[src/common/sbp_pkg.sv]
// package for the status register and block protection logic
// assumes one clock domain and commands already decoded from the serial frame
package sbp_pkg;

    // status register field positions
    localparam int unsigned SR_WIDTH     = 8;
    localparam int unsigned BIT_SWD      = 7;
    localparam int unsigned BIT_BP3      = 6;
    localparam int unsigned BIT_TBS      = 5;
    localparam int unsigned BIT_BP_HI    = 4;
    localparam int unsigned BIT_BP_LO    = 2;
    localparam int unsigned BIT_WEL      = 1;
    localparam int unsigned BIT_WIP      = 0;

    // status bits that a write-status command may change
    localparam logic [7:0] SR_NV_MASK    = 8'h00_FC;
    // nonvolatile defaults: writes enabled, top area, no protection
    localparam logic [7:0] SR_NV_DEFAULT = 8'h00_00;

    // array geometry: 64 blocks of 128KB
    localparam int unsigned BLK_COUNT    = 64;
    localparam int unsigned BLK_W        = 6;
    localparam int unsigned CNT_W        = 7;

    // cycles an internal write, program or erase holds the busy bit
    localparam int unsigned BUSY_CYCLES  = 16;
    localparam int unsigned BUSY_W       = 16;

    typedef enum logic [2:0] {
        OP_READ_STATUS  = 3'b000,
        OP_WRITE_STATUS = 3'b001,
        OP_WRITE_ENABLE = 3'b010,
        OP_WRITE_DIS    = 3'b011,
        OP_PROGRAM      = 3'b100,
        OP_BLOCK_ERASE  = 3'b101,
        OP_CHIP_ERASE   = 3'b110,
        OP_WRITE_NVCFG  = 3'b111
    } sbp_op_e;

    typedef enum logic [0:0] {
        ST_READY = 1'b0,
        ST_BUSY  = 1'b1
    } sbp_state_e;

    // one decoded command from the host
    typedef struct packed {
        logic             valid;
        sbp_op_e          op;
        logic [BLK_W-1:0] block;
        logic [7:0]       data;
    } sbp_cmd_s;

    // answer to one command
    typedef struct packed {
        logic       accepted;
        logic       refused;
        logic       rd_valid;
        logic [7:0] rd_data;
    } sbp_rsp_s;

endpackage : sbp_pkg

[src/sbp_status_protect.sv]
// status register, write enable latch and block protection fence
// assumes commands arrive decoded, one per cycle, synchronous to clk_i
`timescale 1ns/1ps
`default_nettype none

// How it works
// RL1: read-status returns the register; write-status loads it through commands.
// RL2: swd set and protect pin low makes status nonvolatile bits read-only.
// RL3: only driving the protect pin high, or a reset that clears swd, leaves the hardware-protected state.
// RL4: top/bottom select 0 fences the top, 1 fences the bottom.
// RL5: four-bit protect level at bits 6 and 4:2; nonzero blocks program and erase in the fenced blocks.
// RL6: write enable latch is cleared at power-up.
// RL7: write, program and erase need the write enable latch set.
// RL8: busy bit reads 1 during write-status, nv-config write, program, erase.
// RL9: chip erase runs only when the protect level is zero.
// RL10: status bit 0 is always the inverse of flag ready.
// RL11: levels 0..8 protect 0,1,2,4,8,16,32,64,64 blocks.
// RL12: levels 9..15 protect 40..64 blocks, from top or from block 0.
// RL13: write-status never changes the busy bit or the latch directly.
module sbp_status_protect #(
    parameter int unsigned OP_CYCLES = sbp_pkg::BUSY_CYCLES
) (
    input  wire logic              clk_i,
    input  wire logic              rst_n_i,
    input  wire sbp_pkg::sbp_cmd_s cmd_i,
    input  wire logic              wp_pin_n_i,
    output var  sbp_pkg::sbp_rsp_s rsp_o,
    output var  logic [7:0]        status_o,
    output var  logic              flag_ready_o,
    output var  logic              array_start_o
);
    import sbp_pkg::*;

    typedef struct packed {
        sbp_state_e        st;
        logic [7:0]        sr;
        logic              flag_ready;
        logic [BUSY_W-1:0] cnt;
        sbp_rsp_s          rsp;
        logic              start;
    } sbp_regs_s;

    // counter ends one short so busy spans exactly OP_CYCLES cycles
    localparam logic [BUSY_W-1:0] OP_LAST = BUSY_W'(OP_CYCLES - 1);

    sbp_regs_s q;
    sbp_regs_s d;

    function automatic logic [3:0] level_of(input logic [7:0] sr);
        level_of = {sr[BIT_BP3], sr[BIT_BP_HI:BIT_BP_LO]};
    endfunction : level_of

    // levels 7, 8 and 15 all fence the whole array
    // RL11 RL12 protected block count
    function automatic logic [CNT_W-1:0] prot_count(input logic [3:0] lvl);
        unique case (lvl)
            4'h0: prot_count = 7'd0;
            4'h1: prot_count = 7'd1;
            4'h2: prot_count = 7'd2;
            4'h3: prot_count = 7'd4;
            4'h4: prot_count = 7'd8;
            4'h5: prot_count = 7'd16;
            4'h6: prot_count = 7'd32;
            4'h7: prot_count = 7'd64;
            4'h8: prot_count = 7'd64;
            4'h9: prot_count = 7'd40;
            4'hA: prot_count = 7'd48;
            4'hB: prot_count = 7'd56;
            4'hC: prot_count = 7'd60;
            4'hD: prot_count = 7'd62;
            4'hE: prot_count = 7'd63;
            4'hF: prot_count = 7'd64;
        endcase
    endfunction : prot_count

    // RL4 RL12 fence: top counts down from the last block
    function automatic logic is_protected(input logic [7:0] sr,
                                          input logic [BLK_W-1:0] blk);
        logic [CNT_W-1:0] n;
        logic [CNT_W-1:0] b;
        n = prot_count(level_of(sr));
        b = {1'b0, blk};
        if (sr[BIT_TBS]) begin
            is_protected = b < n;
        end else begin
            is_protected = b >= (CNT_W'(BLK_COUNT) - n);
        end
    endfunction : is_protected

    logic hw_locked;
    logic blk_prot;

    // pin is a level, so the lock lifts in the same cycle the pin rises
    // RL2 RL3 lock follows the pin; only reset, by clearing swd, also releases it
    assign hw_locked = q.sr[BIT_SWD] & ~wp_pin_n_i;
    assign blk_prot  = is_protected(q.sr, cmd_i.block);

    always_comb begin
        d              = q;
        d.rsp.accepted = 1'b0;
        d.rsp.refused  = 1'b0;
        d.rsp.rd_valid = 1'b0;
        d.start        = 1'b0;
        unique case (q.st)
            ST_READY: begin
                if (cmd_i.valid) begin
                    unique case (cmd_i.op)
                        // RL1 read returns current contents
                        OP_READ_STATUS: begin
                            d.rsp.rd_valid = 1'b1;
                            d.rsp.rd_data  = q.sr;
                            d.rsp.accepted = 1'b1;
                        end
                        OP_WRITE_ENABLE: begin
                            d.sr[BIT_WEL]  = 1'b1;
                            d.rsp.accepted = 1'b1;
                        end
                        OP_WRITE_DIS: begin
                            d.sr[BIT_WEL]  = 1'b0;
                            d.rsp.accepted = 1'b1;
                        end
                        // RL1 RL2 RL7 RL13 only nonvolatile bits load
                        OP_WRITE_STATUS: begin
                            if (q.sr[BIT_WEL] && !hw_locked) begin
                                d.sr = (cmd_i.data & SR_NV_MASK) | (q.sr & ~SR_NV_MASK);
                                d.sr[BIT_WIP]  = 1'b1;
                                d.st           = ST_BUSY;
                                d.rsp.accepted = 1'b1;
                            end else begin
                                d.rsp.refused = 1'b1;
                            end
                        end
                        // refused rather than dropped, so the host sees the fence
                        // RL5 RL7 program and erase fenced by level
                        OP_PROGRAM, OP_BLOCK_ERASE: begin
                            if (q.sr[BIT_WEL] && !blk_prot) begin
                                d.sr[BIT_WIP]  = 1'b1;
                                d.st           = ST_BUSY;
                                d.start        = 1'b1;
                                d.rsp.accepted = 1'b1;
                            end else begin
                                d.rsp.refused = 1'b1;
                            end
                        end
                        // RL9 chip erase only with level zero
                        OP_CHIP_ERASE: begin
                            if (q.sr[BIT_WEL] && level_of(q.sr) == 4'h0) begin
                                d.sr[BIT_WIP]  = 1'b1;
                                d.st           = ST_BUSY;
                                d.start        = 1'b1;
                                d.rsp.accepted = 1'b1;
                            end else begin
                                d.rsp.refused = 1'b1;
                            end
                        end
                        OP_WRITE_NVCFG: begin
                            if (q.sr[BIT_WEL]) begin
                                d.sr[BIT_WIP]  = 1'b1;
                                d.st           = ST_BUSY;
                                d.rsp.accepted = 1'b1;
                            end else begin
                                d.rsp.refused = 1'b1;
                            end
                        end
                    endcase
                end
                d.cnt = '0;
            end
            // status polling stays open while busy; all else is refused
            ST_BUSY: begin
                if (cmd_i.valid) begin
                    if (cmd_i.op == OP_READ_STATUS) begin
                        d.rsp.rd_valid = 1'b1;
                        d.rsp.rd_data  = q.sr;
                        d.rsp.accepted = 1'b1;
                    end else begin
                        d.rsp.refused = 1'b1;
                    end
                end
                // wel drops at op end: every op needs a fresh write enable
                // RL8 busy holds for the whole cycle count
                if (q.cnt == OP_LAST) begin
                    d.st          = ST_READY;
                    d.sr[BIT_WIP] = 1'b0;
                    d.sr[BIT_WEL] = 1'b0;
                    d.cnt         = '0;
                end else begin
                    d.cnt = q.cnt + 1'b1;
                end
            end
        endcase
        // RL10 flag ready mirrors the busy bit
        d.flag_ready = ~d.sr[BIT_WIP];
    end

    // nonvolatile bits also restart at default: no real storage behind them
    // RL6 latch and busy clear at power-up
    always_ff @(posedge clk_i or negedge rst_n_i) begin
        if (!rst_n_i) begin
            q.st         <= ST_READY;
            q.sr         <= SR_NV_DEFAULT;
            q.flag_ready <= 1'b1;
            q.cnt        <= '0;
            q.rsp        <= '0;
            q.start      <= 1'b0;
        end else begin
            q <= d;
        end
    end

    assign rsp_o         = q.rsp;
    assign status_o      = q.sr;
    assign flag_ready_o  = q.flag_ready;
    assign array_start_o = q.start;

    logic cmd_ready;
    assign cmd_ready = cmd_i.valid && q.st == ST_READY;
endmodule : sbp_status_protect

`default_nettype wire

[config.mk]
export PLATFORM = sky130hd
export DESIGN_NAME = sbp_status_protect
export DESIGN_NICKNAME = d
export VERILOG_FILES = /design/src/common/sbp_pkg.sv /design/src/sbp_status_protect.sv
export SDC_FILE = /design/constraint.sdc
export NUM_CORES = 1
export LEC_CHECK = 0
export ABC_AREA = 1
export BUFFER_PORTS_ARGS = -buffer_cell sky130_fd_sc_hd__buf_4
export CAP_MARGIN = 30
export CORE_ASPECT_RATIO = 0.9
export CORE_MARGIN = 2
export CORE_UTILIZATION = 40
export CTS_BUF_LIST = sky130_fd_sc_hd__clkbuf_16
export DETAILED_ROUTE_END_ITERATION = 6
export GPL_TIMING_DRIVEN = 1
export HOLD_SLACK_MARGIN = 0.15
export REMOVE_ABC_BUFFERS = 1
export SLEW_MARGIN = 10
export SYNTH_ARGS = -nofsm -noshare
export SYNTH_HDL_FRONTEND = slang
export SYNTH_SLANG_ARGS = --single-unit
[constraint.sdc]
create_clock -name clk_i -period 3.01 [get_ports clk_i]
set_input_delay 0.903 -clock clk_i [delete_from_list [all_inputs] [get_ports clk_i]]
set_output_delay 0.903 -clock clk_i [all_outputs]
set_load 0.02 [all_outputs]
Yosys cells after proc, flatten, opt, wreduce, memory -nomap -nowiden
Memories as Yosys holds them, arrays and structs flattened.
Index checks and enable logic that the tools add are counted.

storage, ports and cells
  flip-flop bits (word level) = 38
  bits in read-only memories = 112
  bits of input ports = 21
  output and inout port bits = 21
  memories = 1

memory list
  name             depth  bits a word  read ports  clocked after Yosys merged registers in  write ports  line                      RTL
  (no name shown)  16     7            1           0                                        0            sbp_status_protect.sv:56  unique case (lvl)

operators by class
  add/sub/neg operators = 2
  magnitude comparators = 2
  equal/unequal tests = 13
  muxes and demuxes = 33
  bitwise logic cells = 5
  reductions and logical operators = 12

operators by type and width
  operator                 number
  $pmux W27 S2             1
  $mux W9                  3
  $add A16 B1 Y16 const B  1
  $eq A16 B4 Y1 const B    1
  $mux W1                  16
  $mux W16                 1
  $eq A3 B3 Y1 const B     4
  $mux W12                 1
  $pmux W1 S4              3
  $mux W11                 1
  $or A8 B2 Y8             1
  $reduce_and A4 Y1        2
  $ge A6 B7 Y1             1
  $lt A6 B7 Y1             1
  $sub A7 B7 Y7 const A    1
  $eq A3 B2 Y1 const B     2
  $mux W6                  1
  $pmux W1 S5              1
  $logic_not A4 Y1         1
  $ne A2 B2 Y1 const B     2
  $ne A4 B1 Y1 const B     1
  $pmux W1 S2              2
  $pmux W2 S2              1
  $eq A3 B1 Y1 const B     1
  other kinds (12)         17

Longest topological paths before layout
An unclocked memory read counts as a cell.

  depth after elaboration = 11
  depth in mapped cells = 22
  depth with buffers taken out = 22

Worst setup path after synthesis
OpenSTA, ideal clock, no wires.

  path kind = register to register
  from = register q (netlist bit status_o[3])
  to = register (tool-made name)
  library setup time = 0.118 ns
  arrival time = 2.571 ns
  data required time = 2.892 ns
  slack = 0.321 ns
  cell stages (with the launch flop) = 21
  cells stage by stage = dfrtp_1 > inv_1 > ha_1 > inv_1 > o22ai_1 > inv_1 > ha_1 > nand3_2 > nor2_4 > xnor2_1 > ha_1 > a21oi_1 > or2_2 > nand3b_1 > nand3_1 > nand2_1 > inv_2 > nand3_2 > nand2_2 > nand2_1 > nand2_1

RTL lines
  what                line                      RTL
  start: declaration  sbp_status_protect.sv:46  sbp_regs_s q;

==> results list <==
* TritonRoute pass-1 iters: 4
* Met3 wire length: 221 µm
- Across the run, the number of max-cap violations was 0.
- Clock buffers created by TritonCTS: 5
- CP arrival: 2970 ps
- The floorplan step set the die height to 80.96 µm.
- Global routing finished with a remaining overflow of 0.
- Flip-flop and latch count after synthesis: 38
- Floorplan die area: 7247 µm²
- At the end of routability-driven placement, the weighted congestion stood at 0.8417.
* Clk Tree Root Cell: sky130_fd_sc_hd__clkbuf_16
* Actual slew at the worst max-slew pin: between 400 and 500 ps
* Reg-to-reg critical path endpoint: rsp_o[9]
- Ant diodes: 0
- Final standard cell count with taps included and fillers excluded: 466
- WL per Instance: approximately 12 µm
* Top cells by area, synth: sky130_fd_sc_hd__dfrtp_1 35%, sky130_fd_sc_hd__nand2_1 8.7%, sky130_fd_sc_hd__ha_1 8.6%
- In the post-route analysis, the smallest setup slack over all paths is about 260 ps.
- Dividing the final minimum period by the clock period gives between 90 and 100%.
* Mean area per synthesized cell: 7.675 µm²
- Cells traversed along the worst timing path: buf_4 -> ha_1 -> nand3_2 -> a21boi_4 -> nand2_1 -> nor2_1 -> xor2_1 -> inv_1 -> ha_1 -> inv_1 -> or2_2 -> nand3b_1 -> nand3_2 -> nand2_1 -> inv_2 -> nand2_1 -> nand2_2 -> nand2_1 -> nand2_1 -> nand2_1
- Startpoint class of the critical path: flop
- Async set-reset flop share out of synthesis: 100.0%
- CTS saw 38 sinks.
* Post-placement cell count: 456
- For this run, the slowest stage of the critical path takes roughly 380 ps.
- M1 WL: about 2700 µm
- Final Hold Viols: 0
* Result of the run: completed
- Routed signal wires occupy layers up through met4.
- Overall fraction of global-route tracks in use: 15.83%
* Max Clock Freq: 363.5 MHz
* Worst rel slew slack: between 60% and 70%
- Share of the synthesized area in the top cell type: 35.17%
* Worst hold-check slack: between 400 and 500 ps
- Crit path required time: between 3000 and 4000 ps
- sky130_fd_sc_hd__dfrtp_1 takes more of the synthesized area than any other cell.
* Number of global-route vias before repair: between 2000 and 2500
- Post-route setup TNS: 0 ps
- Pin count of the biggest net entering global routing: 39
- In the final layout, the share of cells above drive strength 1 is a little over a quarter.
- Final core occ: around half
- Main flop type after synthesis: sky130_fd_sc_hd__dfrtp_1
- The count of buffers added on input and output ports is 39.
* Global-route wire length before repair: between 9000 and 10000 µm
- Clock latency on the worst-skew pair, taken at its later pin, is 280 ps.
- Area of the mapped netlist: between 2000 and 3000 µm²
* Worst r2r src: status_o[2]
- The final max-slew violation count came to 0.
- The most common cell in the synthesized netlist is sky130_fd_sc_hd__nand2_1.
- Across the routed clock network, the largest skew measured is 4.434 ps.
* Wire length reported by the detailed router: about 5600 µm
- The completed layout was analyzed and its total power is around 2.6 mW.
- Nets@finish: slightly above 400
- The critical path runs through a total of 20 cells.
- The path class of the tightest hold or removal check is reg2reg.
- The synthesized netlist contains 38 unique library cells.
* Setup violation total in the final timing report: 0
- Fraction of the yosys area taken by sequential cells: a little over a third
- Source of the critical timing path: status_o[2]
- 42 I/O pins were placed.
* Leading cell types by count after synthesis: 61 x sky130_fd_sc_hd__nand2_1, 51 x sky130_fd_sc_hd__inv_1, 37 x sky130_fd_sc_hd__dfrtp_1, 37 x sky130_fd_sc_hd__nor2_1, 23 x sky130_fd_sc_hd__nand3_1
* Dpl cell area: roughly 3000 µm²
- The clock period could shrink to 2751 ps.
- For this block, the initial DRC count from the detailed router was 111.
* Initial core utilization: between 40% and 50%
* # hold bufs at CTS: 0
- The detail route stage leaves a number of antenna-violating nets equal to 0.
- Setup repair after global routing missed its margin: false
* Synth-to-Final Area Change: 21.15%
* Post-layout instance area: about 3200 µm²
- Setup Slack @ Placement: approximately 97 ps
* Register-to-Register Path Depth: 20
- H-tree depth: 2
- Wire segments on met2 add up to 2587 µm in the final route.
* Worst reg2reg setup slack: approximately 260 ps
- The slowest stage of the critical path belongs to the cell sky130_fd_sc_hd__dfrtp_1.
- Crit path capture: rsp_o[9]
- Number of antenna violations at the first check in global routing: 0
* Cell occurring most often along the worst timing path: sky130_fd_sc_hd__nand2_1
- Yosys printed 0 warnings.
* Highest fanout seen on the critical path: 4
- Synthesized netlist cell count: approximately 340
* Maximum clock insertion buffer count: 2
- Across all layers, the routed design uses approximately 2200 vias.
- The worst-case IR drop observed on VDD is 0.0003907 V.
- CP Buf/Inv Count: 4
- Clock input transition at the sequential cells of the worst setup and hold paths: ~60 ps
- In the routed design, unresolved DRC markers number 0.
- Largest delay contributor family on the critical path: simple AND/OR/NAND/NOR gates
- STA classifies the critical path endpoint as a flop.
* Number of enable-type register cells in the synthesized netlist: 0
- TritonCTS built the clock tree.
* Via-to-Cell Ratio: 4.785
* Leakage power figure: 1.593 nW
* Horiz. Die Dim: 89.52 µm
- Power density cells: between 800 and 900 nW/µm²
- Half-perimeter wire length after placement: ~4200 µm
- Number of placement rows: 28
- The core region is ~6500 µm².
- Setup Crit Path Kind: reg2reg
per-layer routing:
metal,track usage [%],up-vias
met3,2.744,7
li1,-,1150
met4,4.627,0
met1,22.09,1019
met5,0,-
met2,25.19,54
timing repair:
| item | 4_1_cts | 5_1_grt |
|---|---|---|
| setup buffers | 0 | 2 |
| setup endpoints to repair | 0 | 6 |
| resized for setup | 0 | 18 |
how the worst min path moves through the flow:
stage               start  endpoint  depth (start not counted)
detailed placement  q[17]     q[17]                          1
CTS                 q[17]     q[17]                          1
floorplan           q[17]     q[17]                          1
global route        q[17]     q[17]                          1
global placement    q[17]     q[17]                          1
finish              q[17]     q[17]                          1
sequential cells by signal, summed over array words and instances (netlist names), named ones only:
signal,cells
array_start_o,1
flag_ready_o,1
q,17
rsp_o,11
status_o,7
worst reg2reg max path, stage by stage, from the launching register on:
cell	delay, ps
sky130_fd_sc_hd__dfrtp_1	380
sky130_fd_sc_hd__buf_4	160
sky130_fd_sc_hd__ha_1	230
sky130_fd_sc_hd__nand3_2	110
sky130_fd_sc_hd__a21boi_4	210
sky130_fd_sc_hd__nand2_1	60
sky130_fd_sc_hd__nor2_1	120
sky130_fd_sc_hd__xor2_1	150
sky130_fd_sc_hd__inv_1	50
sky130_fd_sc_hd__ha_1	270
sky130_fd_sc_hd__inv_1	40
sky130_fd_sc_hd__or2_2	280
sky130_fd_sc_hd__nand3b_1	120
sky130_fd_sc_hd__nand3_2	90
sky130_fd_sc_hd__nand2_1	70
sky130_fd_sc_hd__inv_2	40
sky130_fd_sc_hd__nand2_1	70
sky130_fd_sc_hd__nand2_2	60
sky130_fd_sc_hd__nand2_1	60
sky130_fd_sc_hd__nand2_1	40
sky130_fd_sc_hd__nand2_1	60
area by class of cell:
| type | instances | area (µm²) |
|---|---|---|
| Sequential cell | 38 | 952.2 |
| Multi-Input combinational cell | 225 | 1358 |
| Clock inverter | 3 | 63.81 |
| Inverter | 57 | 214.0 |
| Clock buffer | 5 | 125.1 |
| Fill cell | 646 | 3292 |
| Tap cell | 90 | 112.6 |
| Timing Repair Buffer | 48 | 364.1 |
logic make-up after synthesis:
family | synth area share (%)
flops | 36.17
simple gates | 29.28
compound gates | 9.459
xor+xnor | 1.996
fa+ha+maj | 8.555
buf+inv | 14.54
layout by cell type, fill, tap and decap left out, drive strengths merged:
cell	instances
a211oi	1
a21boi	1
a21oi	19
a31oi	1
buf	48
bufinv	2
clkbuf	5
clkinv	2
dfrtp	37
dfstp	1
ha	18
inv	56
nand2	67
nand3	28
nand3b	1
nand4	10
nor2	41
nor3	5
nor4	4
o21a	1
o21ai	18
o22ai	2
o31ai	1
or2	1
xnor2	2
xor2	4
report_power, final:
part	switching [mW]	leakage, nW	internal [mW]	total [mW]
combinational	0.724	1.02	0.511	1.23
clock	0.199	0.0915	0.472	0.671
sequential	0.0642	0.478	0.600	0.665
total	0.987	1.59	1.58	2.57
(Power assumes the default switching activity.)
